==> config.mk <==
export PLATFORM = sky130hd
export DESIGN_NAME = srcc_top
export DESIGN_NICKNAME = d
export VERILOG_FILES = /design/src/rtl/srcc_pkg.sv /design/src/rtl/srcc_pwm_div.sv /design/src/rtl/srcc_sync.sv /design/src/rtl/srcc_top.sv
export VERILOG_INCLUDE_DIRS = /design/src /design/src/rtl
export SDC_FILE = /design/constraint.sdc
export NUM_CORES = 1
export LEC_CHECK = 0
export ABC_AREA = 1
export BUFFER_PORTS_ARGS = -buffer_cell sky130_fd_sc_hd__buf_2
export CAP_MARGIN = 20
export CORE_MARGIN = 2
export CORE_UTILIZATION = 50
export CTS_BUF_LIST = sky130_fd_sc_hd__clkbuf_8 sky130_fd_sc_hd__clkbuf_16
export DETAILED_ROUTE_END_ITERATION = 12
export GPL_TIMING_DRIVEN = 0
export PLACE_DENSITY = 0.85
export SLEW_MARGIN = 20
export SYNTH_ARGS = -nofsm -noshare
export SYNTH_HDL_FRONTEND = slang
export SYNTH_SLANG_ARGS = --single-unit
==> constraint.sdc <==
create_clock -name pclk -period 2.1 [get_ports pclk]
set_input_delay 0.105 -clock pclk [delete_from_list [all_inputs] [get_ports pclk]]
set_output_delay 0.105 -clock pclk [all_outputs]
set_load 0.02 [all_outputs]
==> src/rtl/srcc_defines.svh <==
/*
  Register offsets, field positions, reset values and timing counts
  of the reset and clock control block.
  Assumes inclusion by bare name from the rtl folder.
*/
`ifndef SRCC_DEFINES_SVH
`define SRCC_DEFINES_SVH

// ======================================================================
// Register byte offsets
`define SRCC_OFF_CTRL 12'h000
`define SRCC_OFF_CAUSE 12'h004
`define SRCC_OFF_PWMDIV 12'h008
`define SRCC_OFF_GATE 12'h00C
`define SRCC_OFF_PERIPH_EN 12'h010
`define SRCC_OFF_SLEEP_EN 12'h014
`define SRCC_OFF_STATUS 12'h018
`define SRCC_OFF_PINS 12'h01C
`define SRCC_OFF_SRAM 12'h020
`define SRCC_OFF_IRQ_STAT 12'h024
`define SRCC_OFF_IRQ_MASK 12'h028

// ======================================================================
// Control register fields
`define SRCC_CTRL_SWRESET 0
`define SRCC_CTRL_SLEEP 1

// Reset cause bit positions
`define SRCC_CAUSE_EXT 0
`define SRCC_CAUSE_POR 1
`define SRCC_CAUSE_BOR 2
`define SRCC_CAUSE_WDOG 3
`define SRCC_CAUSE_SW 4
`define SRCC_CAUSE_W 5

// Event status bit positions
`define SRCC_EVT_WAKE 0
`define SRCC_EVT_FAULT 1
`define SRCC_EVT_W 2

// ======================================================================
// Reset values and timing
`define SRCC_PWMDIV_RST 3'h0
`define SRCC_PWMDIV_MAX 3'h6
`define SRCC_PERIPH_READY_CYC 5
`define SRCC_SWRESET_CYC 4
`define SRCC_SRAM_BYTES 32'h00010000
`define SRCC_PIN_MAP_RST 32'h00FFFFFF

`endif

==> src/rtl/srcc_pkg.sv <==
/*
  Types of the reset and clock control block.
  Assumes nothing beyond a SystemVerilog compiler.
*/
package srcc_pkg;
  // Processor run state
  typedef enum logic [0:0] {SRCC_RUN, SRCC_SLEEP} srcc_state_e;
  // Divider ratio code, 0 means divide by 1, 6 means 64
  typedef logic [2:0] srcc_div_t;
endpackage

==> src/rtl/srcc_pwm_div.sv <==
/*
  PWM clock enable divider: one-cycle enable every 2**code cycles.
  Assumes code already limited to the legal range.
*/
`timescale 1ns/100ps
`default_nettype none
`include "srcc_defines.svh"
module srcc_pwm_div
  import srcc_pkg::*;
(
  input wire logic pclk,
  input wire logic presetn,
  input wire logic sreset,
  input wire srcc_div_t code,
  output logic pwm_en
);
  logic [5:0] cnt_reg;
  logic [5:0] cnt_next;
  srcc_div_t cur_reg;
  srcc_div_t cur_next;
  logic en_next;
  logic [5:0] lim;

  // ======================================================================
  // Counter; a new ratio is taken only at a period boundary or while sreset is high
  always_comb
  begin
    lim = 6'((7'h01 << cur_reg) - 7'h01);
    cnt_next = cnt_reg + 6'h01;
    cur_next = cur_reg;
    en_next = 1'b0;
    // RULE17: switch at boundary
    if (cnt_reg >= lim)
    begin
      cnt_next = 6'h00;
      cur_next = code;
      en_next = 1'b1;
    end
    if (sreset)
    begin
      cnt_next = 6'h00;
      cur_next = code;
      en_next = 1'b0;
    end
  end

  // Registers
  always_ff @(posedge pclk or negedge presetn)
  begin
    if (!presetn)
    begin
      cnt_reg <= 6'h00;
      cur_reg <= `SRCC_PWMDIV_RST;
      pwm_en <= 1'b0;
    end
    else
    begin
      cnt_reg <= cnt_next;
      cur_reg <= cur_next;
      pwm_en <= en_next;
    end
  end
endmodule
`default_nettype wire

==> src/rtl/srcc_sync.sv <==
/*
  Two-flip-flop synchroniser for a vector of pin levels.
  Assumes inputs asynchronous to pclk.
*/
`timescale 1ns/100ps
`default_nettype none
module srcc_sync #(
  parameter int W = 4
) (
  input wire logic pclk,
  input wire logic presetn,
  input wire logic [W-1:0] din,
  output logic [W-1:0] dout
);
  logic [W-1:0] meta_reg;

  // Two stage capture
  always_ff @(posedge pclk or negedge presetn)
  begin
    if (!presetn)
    begin
      meta_reg <= '0;
      dout <= '0;
    end
    else
    begin
      meta_reg <= din;
      dout <= meta_reg;
    end
  end
endmodule
`default_nettype wire

==> src/rtl/srcc_top.sv <==
/*
  Reset and clock control: reset cause record, software reset,
  PWM clock divider, sleep gating with wake, capability reads; APB slave.
  Assumes presetn comes from a power-on reset; other reset pins are
  asynchronous pulses and are synchronised here.
*/
`timescale 1ns/100ps
`default_nettype none
`include "srcc_defines.svh"

//Contract
//RULE1: PWM clock enable derives from pclk by 1,2,4,8,16,32 or 64.
//RULE2: Divider setting reads back as one of seven legal codes.
//RULE3: PWM rate follows the system clock proportionally.
//RULE4: Software reset resets processor, peripherals and all registers.
//RULE5: Cause record survives software reset and gains software flag.
//RULE6: Five independent sticky cause flags, several may be set.
//RULE7: Flags clear only by software or external reset.
//RULE8: Software clears any subset of flags in one write.
//RULE9: Software should clear all flags after reading them.
//RULE10: Sleep with gating keeps only sleep-enabled peripherals clocked.
//RULE11: Processor stays halted in sleep until a wake event.
//RULE12: Read-only per-pin presence indication.
//RULE13: Read-only SRAM size in bytes.
//RULE14: Sleep enables kept but ignored when gating is off.
//RULE15: Peripheral usable five cycles after enable; earlier access faults.
//RULE16: Cause flags at chosen bits, cleared by writing one.
//RULE17: Divider change takes effect without a short pulse.
module srcc_top
  import srcc_pkg::*;
#(
  parameter int NPER = 8,
  parameter logic [31:0] SRAM_BYTES = `SRCC_SRAM_BYTES,
  parameter logic [31:0] PIN_MAP = `SRCC_PIN_MAP_RST
) (
  input wire logic pclk,
  input wire logic presetn,
  input wire logic psel,
  input wire logic penable,
  input wire logic pwrite,
  input wire logic [11:0] paddr,
  input wire logic [31:0] pwdata,
  output logic [31:0] prdata,
  output logic pready,
  output logic pslverr,
  input wire logic ext_reset_n,
  input wire logic poweron_reset,
  input wire logic brownout_reset,
  input wire logic watchdog_reset,
  input wire logic [NPER-1:0] periph_wake,
  input wire logic [NPER-1:0] periph_access,
  output logic cpu_reset,
  output logic [NPER-1:0] periph_reset,
  output logic [NPER-1:0] periph_clk_en,
  output logic [NPER-1:0] periph_bus_fault,
  output logic cpu_halt,
  output logic pwm_clk_en,
  output logic irq
);
  localparam int RSTW = $clog2(`SRCC_SWRESET_CYC + 1);
  localparam logic [2:0] READY_CNT = 3'(`SRCC_PERIPH_READY_CYC);

  // ======================================================================
  // Pin synchronisers
  logic [3:0] rst_pins;
  logic [NPER-1:0] wake_s;
  srcc_sync #(.W(4)) u_rsync (
    .pclk(pclk),
    .presetn(presetn),
    .din({~ext_reset_n, poweron_reset, brownout_reset, watchdog_reset}),
    .dout(rst_pins)
  );
  srcc_sync #(.W(NPER)) u_wsync (
    .pclk(pclk),
    .presetn(presetn),
    .din(periph_wake),
    .dout(wake_s)
  );

  // ======================================================================
  // State
  logic [`SRCC_CAUSE_W-1:0] cause_reg, cause_next;
  srcc_div_t div_reg, div_next;
  logic gate_reg, gate_next;
  logic [NPER-1:0] pen_reg, pen_next;
  logic [NPER-1:0] slp_reg, slp_next;
  logic [`SRCC_EVT_W-1:0] ist_reg, ist_next;
  logic [`SRCC_EVT_W-1:0] imsk_reg, imsk_next;
  srcc_state_e st_reg, st_next;
  logic [RSTW-1:0] swr_reg, swr_next;
  logic [31:0] rdata_next;
  logic ready_next;
  logic err_next;
  logic [NPER-1:0] ready_pen;
  logic [NPER-1:0] fault_next;
  logic [NPER-1:0] clk_next;
  logic sreset;
  logic wr;
  logic rd;
  logic wake;
  logic [2:0] wcode;

  assign sreset = (swr_reg != '0);
  assign wr = psel && penable && pwrite && !pready;
  assign rd = psel && penable && !pwrite && !pready;
  assign wcode = pwdata[2:0];

  // ======================================================================
  // Per-peripheral ready counters and clock gating
  genvar gi;
  generate
    for (gi = 0; gi < NPER; gi++)
    begin : g_per
      logic [2:0] cnt_reg;
      logic [2:0] cnt_next;
      // RULE15: five cycle wait
      always_comb
      begin
        if (!pen_reg[gi] || sreset)
          cnt_next = 3'h0;
        else if (cnt_reg < READY_CNT)
          cnt_next = cnt_reg + 3'h1;
        else
          cnt_next = cnt_reg;
      end
      always_ff @(posedge pclk or negedge presetn)
      begin
        if (!presetn)
          cnt_reg <= 3'h0;
        else
          cnt_reg <= cnt_next;
      end
      assign ready_pen[gi] = pen_reg[gi] && (cnt_reg >= READY_CNT);
      // RULE15: early access faults
      assign fault_next[gi] = periph_access[gi] && !ready_pen[gi];
      // RULE10: sleep gating
      // RULE14: ignore without gating
      assign clk_next[gi] = pen_reg[gi] &&
        !(st_reg == SRCC_SLEEP && gate_reg && !slp_reg[gi]);
    end
  endgenerate

  // RULE10: wake only from clocked peripherals
  assign wake = |(wake_s & clk_next);

  // ======================================================================
  // Next state of registers and APB answer
  always_comb
  begin
    cause_next = cause_reg;
    div_next = div_reg;
    gate_next = gate_reg;
    pen_next = pen_reg;
    slp_next = slp_reg;
    ist_next = ist_reg;
    imsk_next = imsk_reg;
    st_next = st_reg;
    swr_next = sreset ? swr_reg - RSTW'(1) : swr_reg;
    rdata_next = 32'h00000000;
    ready_next = 1'b0;
    err_next = 1'b0;
    // APB answer one cycle after access phase begins
    if (psel && penable && !pready)
    begin
      ready_next = 1'b1;
      if (rd)
      begin
        unique case (paddr)
          `SRCC_OFF_CTRL: rdata_next = {31'h0, st_reg == SRCC_SLEEP} << `SRCC_CTRL_SLEEP;
          // RULE6: cause read
          `SRCC_OFF_CAUSE: rdata_next = 32'(cause_reg);
          // RULE2: divider readback
          `SRCC_OFF_PWMDIV: rdata_next = 32'(div_reg);
          `SRCC_OFF_GATE: rdata_next = 32'(gate_reg);
          `SRCC_OFF_PERIPH_EN: rdata_next = 32'(pen_reg);
          `SRCC_OFF_SLEEP_EN: rdata_next = 32'(slp_reg);
          `SRCC_OFF_STATUS: rdata_next = 32'(ready_pen);
          // RULE12: pin presence
          `SRCC_OFF_PINS: rdata_next = PIN_MAP;
          // RULE13: SRAM size
          `SRCC_OFF_SRAM: rdata_next = SRAM_BYTES;
          `SRCC_OFF_IRQ_STAT: rdata_next = 32'(ist_reg);
          `SRCC_OFF_IRQ_MASK: rdata_next = 32'(imsk_reg);
          default: err_next = 1'b1;
        endcase
        // Status clears on read
        if (paddr == `SRCC_OFF_IRQ_STAT)
          ist_next = '0;
      end
      else if (wr)
      begin
        unique case (paddr)
          `SRCC_OFF_CTRL:
          begin
            // RULE4: start software reset
            if (pwdata[`SRCC_CTRL_SWRESET])
              swr_next = RSTW'(`SRCC_SWRESET_CYC);
            if (pwdata[`SRCC_CTRL_SLEEP])
              st_next = SRCC_SLEEP;
          end
          // RULE8: write one to clear
          // RULE16: chosen clear scheme
          `SRCC_OFF_CAUSE: cause_next = cause_reg & ~pwdata[`SRCC_CAUSE_W-1:0];
          // RULE1: legal ratios only, others ignored
          `SRCC_OFF_PWMDIV: if (wcode <= `SRCC_PWMDIV_MAX) div_next = wcode;
          `SRCC_OFF_GATE: gate_next = pwdata[0];
          `SRCC_OFF_PERIPH_EN: pen_next = pwdata[NPER-1:0];
          `SRCC_OFF_SLEEP_EN: slp_next = pwdata[NPER-1:0];
          `SRCC_OFF_IRQ_MASK: imsk_next = pwdata[`SRCC_EVT_W-1:0];
          `SRCC_OFF_PINS, `SRCC_OFF_SRAM, `SRCC_OFF_STATUS, `SRCC_OFF_IRQ_STAT: ;
          default: err_next = 1'b1;
        endcase
      end
    end
    // RULE11: leave sleep on wake; software reset also leaves it
    if (st_reg == SRCC_SLEEP && wake)
    begin
      st_next = SRCC_RUN;
      ist_next[`SRCC_EVT_WAKE] = 1'b1;
    end
    if (|fault_next)
      ist_next[`SRCC_EVT_FAULT] = 1'b1;
    // RULE6: sticky cause capture
    if (rst_pins[3]) cause_next[`SRCC_CAUSE_EXT] = 1'b1;
    if (rst_pins[2]) cause_next[`SRCC_CAUSE_POR] = 1'b1;
    if (rst_pins[1]) cause_next[`SRCC_CAUSE_BOR] = 1'b1;
    if (rst_pins[0]) cause_next[`SRCC_CAUSE_WDOG] = 1'b1;
    // RULE7: external reset clears others
    if (rst_pins[3])
    begin
      // Keep only causes seen this cycle
      cause_next = '0;
      cause_next[`SRCC_CAUSE_EXT] = 1'b1;
      cause_next[`SRCC_CAUSE_POR] = rst_pins[2];
      cause_next[`SRCC_CAUSE_BOR] = rst_pins[1];
      cause_next[`SRCC_CAUSE_WDOG] = rst_pins[0];
    end
    // RULE4: defaults on software reset
    if (sreset)
    begin
      div_next = `SRCC_PWMDIV_RST;
      gate_next = 1'b0;
      pen_next = '0;
      slp_next = '0;
      ist_next = '0;
      imsk_next = '0;
      st_next = SRCC_RUN;
      // RULE5: cause survives, gains flag
      cause_next[`SRCC_CAUSE_SW] = 1'b1;
    end
  end

  // ======================================================================
  // Register update
  always_ff @(posedge pclk or negedge presetn)
  begin
    if (!presetn)
    begin
      cause_reg <= `SRCC_CAUSE_W'(1) << `SRCC_CAUSE_POR;
      div_reg <= `SRCC_PWMDIV_RST;
      gate_reg <= 1'b0;
      pen_reg <= '0;
      slp_reg <= '0;
      ist_reg <= '0;
      imsk_reg <= '0;
      st_reg <= SRCC_RUN;
      swr_reg <= '0;
      prdata <= 32'h00000000;
      pready <= 1'b0;
      pslverr <= 1'b0;
      cpu_reset <= 1'b0;
      periph_reset <= '0;
      periph_clk_en <= '0;
      periph_bus_fault <= '0;
      cpu_halt <= 1'b0;
      irq <= 1'b0;
    end
    else
    begin
      cause_reg <= cause_next;
      div_reg <= div_next;
      gate_reg <= gate_next;
      pen_reg <= pen_next;
      slp_reg <= slp_next;
      ist_reg <= ist_next;
      imsk_reg <= imsk_next;
      st_reg <= st_next;
      swr_reg <= swr_next;
      prdata <= rdata_next;
      pready <= ready_next;
      pslverr <= err_next;
      cpu_reset <= (swr_next != '0);
      periph_reset <= {NPER{swr_next != '0}};
      periph_clk_en <= clk_next;
      periph_bus_fault <= fault_next;
      // RULE11: halt while sleeping
      cpu_halt <= (st_next == SRCC_SLEEP);
      irq <= |(ist_next & imsk_next);
    end
  end

  // ======================================================================
  // PWM clock enable
  // RULE1: divider instance
  // RULE3: runs from pclk
  srcc_pwm_div u_div (
    .pclk(pclk),
    .presetn(presetn),
    .sreset(sreset),
    .code(div_reg),
    .pwm_en(pwm_clk_en)
  );
endmodule
`default_nettype wire

==> key figures <==
STA
  – Final worst slack: -0.09433 ns
  – Worst-Margin Slew: around 0.55 ns
  – Max Freq: 0.4557 GHz
  – Tmin final: approximately 2.2 ns
  – Fin crit share: 104.5%
  – Max_slew headroom: a little under two thirds
  – Setup violators final: 10
  – WHS: -0.001934 ns
  – Max Transition Viols Final: 0
  – RSZ-0062 raised after global routing: yes
  – Final Hold Viols: 1
  – Setup Skew: ~0.012 ns

Logic synthesis
  – Adder-Cell Fraction of Synth Area: under 10%
  – Synth Register Bits: around 120
  – Main synth FF type: dfrtp_1
  – Cell variety after synth: 40
  – Top post-synthesis cells by area: dfrtp_1 (49%), nand2_1 (8.9%), ha_1 (5.3%)
  – Async SR Flop Fraction: between 90% and 100%
  – Register area share after synthesis: about 50%
  – Syn Std Cell Area: roughly 6100 um^2
  – Post-synthesis mux area share: 0%
  – Xor/xnor cell area share of the yosys netlist: under 10%
  – Post-synth top area share: about half
  – Post-Synthesis Cells: ~700
  – Largest family of logic cells by synthesized area: simple AND/OR/NAND/NOR gates
  – EDFF count, synth: 0
  – Compound-Gate Fraction of Synth Area: 9.379%
  – Area leader, netlist: dfrtp_1
  – Post-Synth Simple-Gate Area: roughly 23%
  – Syn. warnings: 0
  – Syn_area_per_cell: between 8 and 9 um^2

Die
  – Die Y: 114.3 um
  – Core Area: about 12000 um^2
  – Die width: between 100 and 150 um
  – Starting density of the core: between 50% and 60%
  – Die area: 13060 um^2
  – Site Rows: 40
  – I/O Pins: 131

Placed design
  – IO Port Bufs: ~100
  – GPL Wtd Cong: between 0.9 and 1
  – Detailed placement HPWL: 10060 um
  – Placed cells: 951

Global route
  – Largest net degree at the start of global routing: 64
  – GRT Residual Overflow: 0
  – Initial antenna violation count: 0
  – First-pass GRT wire length: 23070 um
  – Number of global-route vias before repair: roughly 5000
  – GRT Overall Usage: between 20% and 30%

Power and ir drop
  – Pleak: between 4 and 5 nW
  – Peak VDD IR: slightly above 0.7 mV
  – Power, Total: about 7.3 mW
  – Cell area power density: roughly 940 nW/um^2

Final layout
  – Fillers: about 940
  – N_diodes: 0
  – Layout net count: 950
  – Area of the multi-input gates: approximately 2500 um^2
  – Non-filler cells, final: between 1000 and 1500
  – Max reg flops: 24
  – Layout cells sized above 1: 27.80%
  – Area growth syn-to-layout: 27.70%
  – Seq. cell area: slightly above 3000 um^2

CTS
  – Clock buffer depth: 2
  – CTS tree: done
  – CTS sink cnt: ~120
  – Depth of the CTS H-tree: 4
  – Root Buffer Master: clkbuf_16
  – Worst skew pair latency: ~0.42 ns
  – CTS Buf Count: 17
  – Reg clk slew, reported paths: 0.05 ns

Job
  – Max_cap viols: 0

Drt
  – DR DRC count: 0
  – DRT Pass-1 Iters: 5
  – Iter 0 DRT Violations: ~440
  – DR vias/cell: approximately 5.1
  – Post-DRT Antenna Nets: 0
  – Vias: between 5000 and 6000
  – Routed length per instance: between 10 and 15 um
  – Routed Wire Length: 14120 um

Setup path
  – Worst r2r src: u_div.cur_reg[0]
  – Worst-path fanout max: 5
  – Crit path DAT: approximately 2.5 ns
  – Crit path required time: ~2.4 ns
  – Crit path from: u_div.cur_reg[0]
  – Startpoint types: flip-flop
  – Crit. End Element: flip-flop
  – Reg2reg path depth: 14
  – Worst Setup EP: u_div.cur_reg[2]
  – WS Path Type: reg -> reg
  – Reg2reg setup slack: -0.09 ns
  – Worst reg2reg path endpoint: u_div.cur_reg[2]

Min path
  – Hold crit path type: in -> reg

Outcome
  – Failing checks: negative hold slack, negative setup slack
  – Status: finished, violations left
cell usage in the layout, fill, tap and decap left out, types with 11 or more instances in the layout:
cell	instances
nor2_2	13
o21ai_0	42
inv_1	86
dfrtp_1	120
clkbuf_16	17
nor2_1	57
ha_1	25
dlygate4sd3_1	24
o21ai_1	16
nand2_1	141
nand2_2	11
inv_2	14
buf_2	100
nand3_1	62
buf_4	40
nor2_4	12
worst max-delay path: stages, from the launching register on:
cell and delay (ns):
dfrtp_1 0.41, nor2_2 0.16, nand2_2 0.10, ha_4 0.18, o21ai_2 0.07, xnor2_1 0.15
ha_1 0.27, nand2_2 0.08, nor2_2 0.04, nor2_1 0.08, nand2_1 0.09, a21oi_4 0.21
nand2_4 0.09, nand2_1 0.06, o21ai_1 0.05
per-stage QoR:
step / setup slack [ns] / setup TNS (ns) / utilization [%] / area, um^2
after floorplan: 0.03920 / 0 / - / 6112
after global placement: -0.5588 / -67.34 / 56.74 / 6787
after detailed placement: -0.1884 / -1.029 / 57.02 / 6820
after CTS: 0.01155 / 0 / 64.55 / 7721
after global routing: -0.2661 / -2.322 / 64.95 / 7769
final: -0.09433 / -0.6787 / 64.95 / 7769
kinds of logic (layout without fill, tap and decap cells):
| group | Yosys count | in the layout |
|---|---|---|
| and+or+nand+nor | 306 | 307 |
| buffers and inverters | 135 | 296 |
| DFF | 121 | 121 |
| AOI/OAI and AO/OA | 97 | 97 |
| adders and majority gates | 26 | 26 |
| xor gates and xnor gates | 12 | 12 |
| other | 1 | 8 |
power breakdown:
part	switching (mW)	leakage, nW	internal [mW]	total [mW]
Combinational	1.06	2.17	0.727	1.78
Sequential	0.109	1.58	2.51	2.62
Clock	0.985	0.300	1.89	2.88
cells in the mapped netlist, types with 3 or more instances:
cell type,instances
o21ai_1,16
xnor2_1,10
inv_2,13
a21oi_1,10
nand2_4,4
nand3_1,63
nand2_1,144
o21ai_0,43
buf_2,3
o22ai_1,3
o21a_1,3
o21bai_1,4
nand2_2,8
o21ai_2,5
ha_1,26
nor2_4,11
buf_4,33
dfrtp_1,120
nor2_2,11
inv_1,84
nor2_1,60
layer usage:
metal / wire length, um / global-route usage (%) / up-vias / part of all wire [%]
met5: 0 / 0 / - / 0
met4: 438 / 10.65 / 0 / 3.1
met3: 780 / 4.659 / 36 / 5.5
met2: 6990 / 39.84 / 207 / 49
met1: 5913 / 27.52 / 2384 / 42
li1: - / - / 2503 / -
layout make-up:
type / instances / area share [%]
Clock inverter: 12 / 1.739
Sequential cell: 121 / 38.99
Tap cell: 147 / 2.368
Clock buffer: 19 / 5.830
Multi-Input combinational cell: 450 / 32.20
Inverter: 98 / 4.832
Buffer: 37 / 3.527
Timing Repair Buffer: 130 / 10.52
what timing repair did:
item / CTS / global route
resized for setup: 8 / 9
hold endpoints to repair: 81 / 0
setup endpoints to repair: 9 / 14
hold buffers: 24 / 0
buffers inserted: 6 / 1
cloned: 1 / 0
pin swaps: 5 / 2
worst min-delay path by stage:
stage	cells after the start	startpoint	to
floorplan	0	presetn	cause_reg[0]
global placement	1	periph_wake[1]	u_wsync.meta_reg[1]
detailed placement	1	presetn	pready
CTS	3	pwdata[3]	pen_reg[3]
global route	3	pwdata[3]	slp_reg[3]
finish	3	periph_access[1]	periph_bus_fault[1]
(Power assumes the default switching activity.)
